[src/apar_pkg.sv]
// apar_pkg: constants and types for the analog port alarm routing block
// assumes a single 100 MHz system clock and a synchronous active-high reset
// Operation
// - off-only standby action never switches output on
// - on/off action restores only a previously-on output
// - first alarm defaults to overtemperature OR power fail
// - first alarm selector: temperature, power fail, both
// - second alarm defaults overvoltage; seven subset settings
// - second alarm is OR of selected alarms
// - third status defaults to constant voltage regulation
// - third status may show DC output state
// - power-up policy off or restore; default off
// - configuration changes only while output is off
package apar_pkg;
   typedef enum logic [1:0] {APAR_A1_TEMP, APAR_A1_PWR, APAR_A1_BOTH} apar_a1_sel_e;
   typedef enum logic {APAR_SB_OFF_ONLY, APAR_SB_ON_OFF} apar_sb_action_e;
   typedef enum logic {APAR_ST_REGULATION, APAR_ST_DC_STATUS} apar_st_sel_e;
   typedef enum logic {APAR_PU_OFF, APAR_PU_RESTORE} apar_pu_e;
   // second alarm mask bits: [0] overvoltage, [1] overcurrent, [2] overpower
   localparam int          APAR_A2_OV_BIT   = 0;
   localparam int          APAR_A2_OC_BIT   = 1;
   localparam int          APAR_A2_OP_BIT   = 2;
   localparam logic [2:0]  APAR_A2_RESET    = 3'h1;
   localparam apar_a1_sel_e    APAR_A1_RESET = APAR_A1_BOTH;
   localparam apar_sb_action_e APAR_SB_RESET = APAR_SB_OFF_ONLY;
   localparam apar_st_sel_e    APAR_ST_RESET = APAR_ST_REGULATION;
   localparam apar_pu_e        APAR_PU_RESET = APAR_PU_OFF;
endpackage

[src/apar_cfg_if.sv]
// apar_cfg_if: carries the live configuration from the top to the alarm mux
// assumes both ends run on sys_clk
`timescale 1ns/1ps
interface apar_cfg_if;
   apar_pkg::apar_a1_sel_e a1_sel;
   logic [2:0]             a2_mask;
   apar_pkg::apar_st_sel_e st_sel;
   modport src (output a1_sel, output a2_mask, output st_sel);
   modport dst (input a1_sel, input a2_mask, input st_sel);
endinterface

[src/apar_top.sv]
// apar_top: analog port alarm routing, standby action and DC output state
// assumes external pins are asynchronous; configuration ports from local logic
`timescale 1ns/1ps
module apar_top (
   // clock and reset
   input  wire logic       sys_clk,
   input  wire logic       sys_rst,
   // configuration writes, accepted only while output is off
   input  wire logic       cfg_we,
   input  wire logic [1:0] cfg_a1_sel,
   input  wire logic [2:0] cfg_a2_mask,
   input  wire logic       cfg_st_sel,
   input  wire logic       cfg_sb_action,
   input  wire logic       cfg_pu_policy,
   // control from other locations and power-up
   input  wire logic       local_on_req,
   input  wire logic       local_off_req,
   input  wire logic       analog_remote,
   input  wire logic       power_up,
   input  wire logic       last_dc_state,
   // pins and alarm sources
   input  wire logic       remote_standby_input,
   input  wire logic       overtemperature_alarm,
   input  wire logic       power_fail_alarm,
   input  wire logic       overvoltage_alarm,
   input  wire logic       overcurrent_alarm,
   input  wire logic       overpower_alarm,
   input  wire logic       constant_voltage_regulation,
   // outputs
   output logic            dc_on_q,
   output logic            alarm1_q,
   output logic            alarm2_q,
   output logic            status3_q,
   output logic            cfg_locked_q,
   output logic            cfg_reject_q
);
   localparam int NSYNC = 7;

   apar_cfg_if cfg ();
   apar_pkg::apar_sb_action_e sb_action_q;
   apar_pkg::apar_pu_e        pu_q;
   logic [NSYNC-1:0]          s1_q;
   logic [NSYNC-1:0]          s2_q;
   logic                      sb_prev_q;
   logic                      was_on_q;
   logic                      a1_d;
   logic                      a2_d;
   logic                      st_d;
   logic                      sb;
   logic                      sb_rise;
   logic                      sb_fall;
   logic                      cfg_ok;

   // two-stage synchronisers for all pin inputs
   always_ff @(posedge sys_clk) begin
      if (sys_rst) begin
         s1_q <= '0;
         s2_q <= '0;
      end else begin
         s1_q <= {constant_voltage_regulation, overpower_alarm, overcurrent_alarm,
                  overvoltage_alarm, power_fail_alarm, overtemperature_alarm,
                  remote_standby_input};
         s2_q <= s1_q;
      end
   end

   assign sb      = s2_q[0];
   assign sb_rise = sb & ~sb_prev_q;
   assign sb_fall = ~sb & sb_prev_q;
   assign cfg_ok  = cfg_we & ~dc_on_q;

   // configuration, writable only while the output is off
   always_ff @(posedge sys_clk) begin
      if (sys_rst) begin
         cfg.a1_sel  <= apar_pkg::APAR_A1_RESET;
         cfg.a2_mask <= apar_pkg::APAR_A2_RESET;
         cfg.st_sel  <= apar_pkg::APAR_ST_RESET;
         sb_action_q <= apar_pkg::APAR_SB_RESET;
         pu_q        <= apar_pkg::APAR_PU_RESET;
      end else if (cfg_ok) begin
         // code 3 of the first selector is illegal and keeps the old choice
         if (cfg_a1_sel != 2'h3)
            cfg.a1_sel <= apar_pkg::apar_a1_sel_e'(cfg_a1_sel);
         // the empty subset is not one of the seven settings
         if (cfg_a2_mask != 3'h0)
            cfg.a2_mask <= cfg_a2_mask;
         cfg.st_sel  <= apar_pkg::apar_st_sel_e'(cfg_st_sel);
         sb_action_q <= apar_pkg::apar_sb_action_e'(cfg_sb_action);
         pu_q        <= apar_pkg::apar_pu_e'(cfg_pu_policy);
      end
   end

   always_ff @(posedge sys_clk) begin
      if (sys_rst) begin
         cfg_locked_q <= 1'b0;
         cfg_reject_q <= 1'b0;
      end else begin
         cfg_locked_q <= dc_on_q;
         cfg_reject_q <= cfg_we & dc_on_q;
      end
   end

   // DC output stage state
   always_ff @(posedge sys_clk) begin
      if (sys_rst) begin
         dc_on_q   <= 1'b0;
         was_on_q  <= 1'b0;
         sb_prev_q <= 1'b0;
      end else begin
         sb_prev_q <= sb;
         if (power_up) begin
            dc_on_q  <= (pu_q == apar_pkg::APAR_PU_RESTORE) & last_dc_state;
            was_on_q <= 1'b0;
         end else if (local_off_req) begin
            dc_on_q  <= 1'b0;
            was_on_q <= 1'b0;
         end else if (local_on_req) begin
            dc_on_q  <= 1'b1;
            was_on_q <= 1'b1;
         end else if (!analog_remote && sb_rise) begin
            dc_on_q  <= 1'b0;
         end else if (!analog_remote && sb_fall && was_on_q &&
                      sb_action_q == apar_pkg::APAR_SB_ON_OFF) begin
            dc_on_q  <= 1'b1;
         end
      end
   end

   apar_mux u_mux (
      .cfg      (cfg),
      .temp_alm (s2_q[1]),
      .pwr_alm  (s2_q[2]),
      .ov       (s2_q[3]),
      .oc       (s2_q[4]),
      .op       (s2_q[5]),
      .volt_reg (s2_q[6]),
      .dc_on    (dc_on_q),
      .a1       (a1_d),
      .a2       (a2_d),
      .st       (st_d)
   );

   always_ff @(posedge sys_clk) begin
      if (sys_rst) begin
         alarm1_q  <= 1'b0;
         alarm2_q  <= 1'b0;
         status3_q <= 1'b0;
      end else begin
         alarm1_q  <= a1_d;
         alarm2_q  <= a2_d;
         status3_q <= st_d;
      end
   end

   // checks
   sb_no_on_a: assert property (@(posedge sys_clk) disable iff (sys_rst)
      !dc_on_q && !local_on_req && !power_up && sb_action_q == apar_pkg::APAR_SB_OFF_ONLY
      |=> !dc_on_q) else $error("standby input switched output on");
   sb_restore_a: assert property (@(posedge sys_clk) disable iff (sys_rst)
      $rose(dc_on_q) && !$past(local_on_req) && !$past(power_up) |-> $past(was_on_q))
      else $error("standby restored an output never switched on");
   a1_both_a: assert property (@(posedge sys_clk) disable iff (sys_rst)
      cfg.a1_sel == apar_pkg::APAR_A1_BOTH |=> alarm1_q == $past(s2_q[1] | s2_q[2]))
      else $error("first alarm not OR of both");
   a1_sel_a: assert property (@(posedge sys_clk) disable iff (sys_rst)
      cfg.a1_sel == apar_pkg::APAR_A1_TEMP |=> alarm1_q == $past(s2_q[1]))
      else $error("first alarm selection wrong");
   a2_mask_a: assert property (@(posedge sys_clk) disable iff (sys_rst)
      cfg.a2_mask != 3'h0) else $error("second alarm selection empty");
   a2_or_a: assert property (@(posedge sys_clk) disable iff (sys_rst)
      1'b1 |=> alarm2_q == $past(|(cfg.a2_mask & s2_q[5:3])))
      else $error("second alarm not OR of selection");
   st_cv_a: assert property (@(posedge sys_clk) disable iff (sys_rst)
      cfg.st_sel == apar_pkg::APAR_ST_REGULATION |=> status3_q == $past(s2_q[6]))
      else $error("third status not regulation mode");
   st_dc_a: assert property (@(posedge sys_clk) disable iff (sys_rst)
      cfg.st_sel == apar_pkg::APAR_ST_DC_STATUS |=> status3_q == $past(dc_on_q))
      else $error("third status not output state");
   pu_off_a: assert property (@(posedge sys_clk) disable iff (sys_rst)
      power_up && pu_q == apar_pkg::APAR_PU_OFF |=> !dc_on_q)
      else $error("output on after power-up with off policy");
   cfg_lock_a: assert property (@(posedge sys_clk) disable iff (sys_rst)
      dc_on_q |=> $stable(cfg.a2_mask) && $stable(pu_q) && $stable(cfg.a1_sel) &&
                  $stable(cfg.st_sel) && $stable(sb_action_q))
      else $error("configuration changed while output on");
   upd_a: assert property (@(posedge sys_clk) disable iff (sys_rst)
      $changed(a1_d) |=> alarm1_q == $past(a1_d)) else $error("alarm1 late");
   a1_pwr_a: assert property (@(posedge sys_clk) disable iff (sys_rst)
      cfg.a1_sel == apar_pkg::APAR_A1_PWR |=> alarm1_q == $past(s2_q[2]))
      else $error("first alarm power fail selection wrong");
   sb_off_a: assert property (@(posedge sys_clk) disable iff (sys_rst)
      !analog_remote && sb_rise && !power_up && !local_on_req |=> !dc_on_q)
      else $error("standby input did not switch output off");
   // under analog remote control the standby pin has no say over the output
   remote_hold_a: assert property (@(posedge sys_clk) disable iff (sys_rst)
      analog_remote && !power_up && !local_off_req && !local_on_req |=> $stable(dc_on_q))
      else $error("standby pin acted under analog remote control");
   // a local switch-off forgets the earlier switch-on, so standby cannot restore it
   off_clear_a: assert property (@(posedge sys_clk) disable iff (sys_rst)
      local_off_req && !power_up |=> !dc_on_q && !was_on_q)
      else $error("local switch-off not taken");
   pu_restore_a: assert property (@(posedge sys_clk) disable iff (sys_rst)
      power_up && pu_q == apar_pkg::APAR_PU_RESTORE |=> dc_on_q == $past(last_dc_state))
      else $error("output not restored at power-up");
   // a held write strobe while on keeps the refusal flag high, one cycle per attempt
   rej_pulse_a: assert property (@(posedge sys_clk) disable iff (sys_rst)
      1'b1 |=> cfg_reject_q == $past(cfg_we && dc_on_q))
      else $error("refused write not flagged");
   locked_a: assert property (@(posedge sys_clk) disable iff (sys_rst)
      1'b1 |=> cfg_locked_q == $past(dc_on_q))
      else $error("lock flag does not follow output state");
   a2_upd_a: assert property (@(posedge sys_clk) disable iff (sys_rst)
      $changed(a2_d) |=> alarm2_q == $past(a2_d))
      else $error("alarm2 late");
   st_upd_a: assert property (@(posedge sys_clk) disable iff (sys_rst)
      $changed(st_d) |=> status3_q == $past(st_d))
      else $error("status3 late");

   // covers for the main scenarios
   sb_off_c: cover property (@(posedge sys_clk) dc_on_q ##1 !dc_on_q && !analog_remote);
   sb_on_c: cover property (@(posedge sys_clk) disable iff (sys_rst)
      sb_fall && was_on_q && sb_action_q == apar_pkg::APAR_SB_ON_OFF);
   rej_c: cover property (@(posedge sys_clk) cfg_reject_q);
   sb_remote_c: cover property (@(posedge sys_clk) disable iff (sys_rst)
      analog_remote && sb_rise && dc_on_q);
   pu_rest_c: cover property (@(posedge sys_clk) disable iff (sys_rst)
      power_up && pu_q == apar_pkg::APAR_PU_RESTORE && last_dc_state);
endmodule

[src/apar_mux.sv]
// apar_mux: combinational alarm and status selection
// assumes inputs are already synchronised to sys_clk
`timescale 1ns/1ps
module apar_mux (
   // configuration
   apar_cfg_if.dst   cfg,
   // alarm and state inputs
   input  wire logic temp_alm,
   input  wire logic pwr_alm,
   input  wire logic ov,
   input  wire logic oc,
   input  wire logic op,
   input  wire logic volt_reg,
   input  wire logic dc_on,
   // selected levels
   output logic      a1,
   output logic      a2,
   output logic      st
);
   // mask bit positions are named once, so the mask and the alarms cannot drift apart
   logic [2:0] prot;

   assign prot[apar_pkg::APAR_A2_OV_BIT] = ov;
   assign prot[apar_pkg::APAR_A2_OC_BIT] = oc;
   assign prot[apar_pkg::APAR_A2_OP_BIT] = op;

   always_comb begin
      unique case (cfg.a1_sel)
         apar_pkg::APAR_A1_TEMP: a1 = temp_alm;
         apar_pkg::APAR_A1_PWR:  a1 = pwr_alm;
         apar_pkg::APAR_A1_BOTH: a1 = temp_alm | pwr_alm;
         default:                a1 = temp_alm | pwr_alm;
      endcase
   end
   assign a2 = |(cfg.a2_mask & prot);
   assign st = (cfg.st_sel == apar_pkg::APAR_ST_DC_STATUS) ? dc_on : volt_reg;
endmodule

[config.mk]
export PLATFORM = sky130hd
export DESIGN_NAME = apar_top
export DESIGN_NICKNAME = d
export VERILOG_FILES = /design/src/apar_pkg.sv /design/src/apar_cfg_if.sv /design/src/apar_top.sv /design/src/apar_mux.sv
export SDC_FILE = /design/constraint.sdc
export NUM_CORES = 1
export LEC_CHECK = 0
export ABC_AREA = 1
export BUFFER_PORTS_ARGS = -buffer_cell sky130_fd_sc_hd__buf_2
export CAP_MARGIN = 20
export CORE_MARGIN = 4
export CORE_UTILIZATION = 49
export CTS_CLUSTER_DIAMETER = 100
export DETAILED_ROUTE_END_ITERATION = 10
export PLACE_DENSITY = 0.73
export SYNTH_ARGS = -nofsm -noshare
export SYNTH_HDL_FRONTEND = slang
export SYNTH_SLANG_ARGS = --single-unit
[constraint.sdc]
create_clock -name sys_clk -period 1.1 [get_ports sys_clk]
set_input_delay 0.055 -clock sys_clk [delete_from_list [all_inputs] [get_ports sys_clk]]
set_output_delay 0.055 -clock sys_clk [all_outputs]
set_load 0.05 [all_outputs]
==> summary.txt <==
Critical path
  • FF-to-FF Start: dc_on_q
  • Worst setup SP type: flip-flop
  • Worst path top cell family by delay: flip-flops
  • Buf+Inv Stages, Crit Path: 1
  • CP max stage cell: dfxtp_2
  • Critical Path AT: 1000 ps
  • CP cell instances: buf_2
  • Worst path required time: 1040 ps
  • Crit. Startpoint: dc_on_q
  • Critical path type: reg2out
  • Worst Setup End Kind: output port
  • Worst-path fanout max: 5
  • Crit-path max cell delay: 400 ps

Power
  • Reg power frac: 56.4%
  • Sw power: 0.506 mW
  • Comb pwr share: 12.7%
  • PD cells: 1470 nW/um^2
  • Leakage power: 0.721 nW
  • Sw frac: 24.3%
  • Max IR drop VDD: 1.16 mV
  • Clock share of power: 30.9%
  • Internal Pwr Total: 1.57 mW

CTS
  • Clk buf depth: 2
  • H-tree levels: 2
  • CTS tree: done
  • Clock buffer count from CTS: 5
  • Root Driver: clkbuf_4
  • Skew-Pair Late Insertion Delay: 310 ps
  • CTS clk-pin slew, worst paths: 90 ps
  • Post-CTS sizing: 0
  • TritonCTS Sinks: 30

Drt
  • Vias: 912
  • 1st-pass router iterations: 4
  • 1st-iter DRT viols: 7
  • Antenna violation net count after detailed routing: 0
  • Drc violations: 0
  • Post-detailed-route wirelength per cell: 10.1 um
  • Total Wirelength: 2080 um
  • Routed vias/inst: 4.45

STA
  • RSZ-0062 raised after global routing: no
  • Worst slew pin tran: 272 ps
  • Final Hold Viols: 0
  • Slew margin rel.: 81.8%
  • Fin crit period: 1050 ps
  • Max Clock Skew: 7.92 ps
  • Final period util: 95.7%
  • Fin Setup TNS: 0 ps
  • Hold WS: 26.8 ps
  • Peak Freq: 949 MHz
  • Setup-failing EPs final: 0
  • Pins Over Slew Limit: 0

Cells and area
  • Final nets: 200
  • Syn-to-layout area delta: 37.7%
  • Layout cells sized above 1: 26.4%
  • Ant diodes: 0
  • Final instance area: 1420 um^2

Outcome
  • Outcome: completed

Logic synthesis
  • Count leader, synth: dfxtp_1
  • Post-synthesis register bit count: 30
  • Post-Synthesis Cells: 127
  • Yosys top cell by area: dfxtp_1
  • Synth unique cells: 17
  • Mapped cell area: 1030 um^2
  • Synth top area share: 58.4%
  • Commonest cells post-synth: dfxtp_1, inv_1, nor2_1
  • Syn Nets: 150
  • Post-synth EDFFs: 0
  • Mean Syn Cell Area: 8.10 um^2
  • Sequential element share of the synthesized area: 58.4%
  • Ys flop type: dfxtp_1
  • Ys async rst share: 0%
  • Top cells by area, synth: dfxtp_1, inv_1, nor2_1, nand2_1, o21ai_0
  • Synth warn: 0

Floorplanning
  • Die width: 53.8 um
  • Initial Utilization: 51.9%
  • Die height: 53.8 um
  • Die ar.: 2900 um^2
  • I/O Pins: 29
  • Core footprint: 1980 um^2
  • Site row count: 16

Global routing
  • Grt ovf: 0
  • Largest net degree at the start of global routing: 22
  • Initial antenna violation count: 0
  • GRT Overall Usage: 16.6%
  • First-pass GRT wire length: 3350 um
  • Vias in the first global route: 849

Placed design
  • Count of input and output buffers: 28
  • DP HPWL: 1350 um
  • Dpl cell area: 1200 um^2
  • Routability cong.: 0.737

Worst hold path
  • Hold WC Path Type: in2reg
  • HP Start: cfg_a2_mask[1]

Job
  • Max capacitance violation total: 0
[path summary, 6_finish.rpt]
check	slack (ps)	depth (start not counted)	end
worst max-delay path	50	1	dc_on_q
worst min-delay path	30	3	cfg.a2_mask[1]
worst max register to register	120	5	cfg.a2_mask[0]
worst min register to register	400	2	s2_q[3]
[worst min-delay path, cell delays in order]
cell,delay (ps)
buf_2,100
nand2_2,70
a21oi_1,60
[timing repair]
item	4_1_cts	5_1_grt
buffers inserted	0	1
endpoints found under the setup margin	0	3
hold buffers	14	0
hold endpoints to repair	14	0
[sequential cells by signal, summed over array words and instances (netlist names), 2 cells and up]
signal,flops
s1_q,7
s2_q,7
cfg.a2_mask,3
cfg.a1_sel,2
[layout make-up]
type                       count  area [um^2]
clock buffer                   7         55.1
sequential                    30          602
multi-input combinational     69          324
timing repair buffer          44          295
inverter                      27          101
tap                           27         33.8
fill                         166          566
clock inverter                 1         5.00
[placed cells by master (no fill, tap or decap), drive strengths merged]
master and instances:
inv 27, clkbuf 7, and2 1, nor2 26, dfxtp 30, a21oi 6
clkinv 1, nor3 1, buf 30, dlygate4sd3 14, nand3 7, nand2 19
o21ai 8, nor4 1
[cell families after synthesis]
| group | count (synthesis) | synth area share [%] |
|---|---|---|
| AO/OA/AOI/OAI | 14 | 7.54 |
| AND/OR/NAND/NOR | 54 | 23.4 |
| buffers and inverters | 29 | 10.7 |
| flip-flops | 30 | 58.4 |
[routing by layer]
metal / share of wire [%] / vias to the layer above / global-route usage (%)
li1: - / 479 / -
met1: 41 / 392 / 17.6
met2: 50 / 37 / 27.6
met3: 7.7 / 4 / 5.82
met4: 1.0 / 0 / 11.1
met5: 0 / - / 0
[power groups by stage]
| stage | combinational, mW | sequential [mW] | clock [mW] |
|---|---|---|---|
| 2_1_floorplan | 0.107 | 1.23 | 0 |
| 4_1_cts | 0.256 | 1.17 | 0.665 |
| 5_1_grt | 0.296 | 1.18 | 0.715 |
| 6_report | 0.264 | 1.17 | 0.644 |
| 3_5_place_dp | 0.218 | 1.20 | 0 |
| 3_3_place_gp | 0.211 | 1.19 | 0 |
[stage by stage]
stage | total power [mW] | worst slack (ps) | instances | utilization (%)
2_1_floorplan | 1.33 | 25.1 | 127 | -
3_3_place_gp | 1.41 | 106 | 181 | 60.7
3_5_place_dp | 1.41 | 51.6 | 181 | 60.7
4_1_cts | 2.09 | 50.9 | 203 | 70.8
5_1_grt | 2.19 | 9.82 | 205 | 71.5
6_report | 2.08 | 46.8 | 205 | 71.5
(Power assumes the default switching activity.)
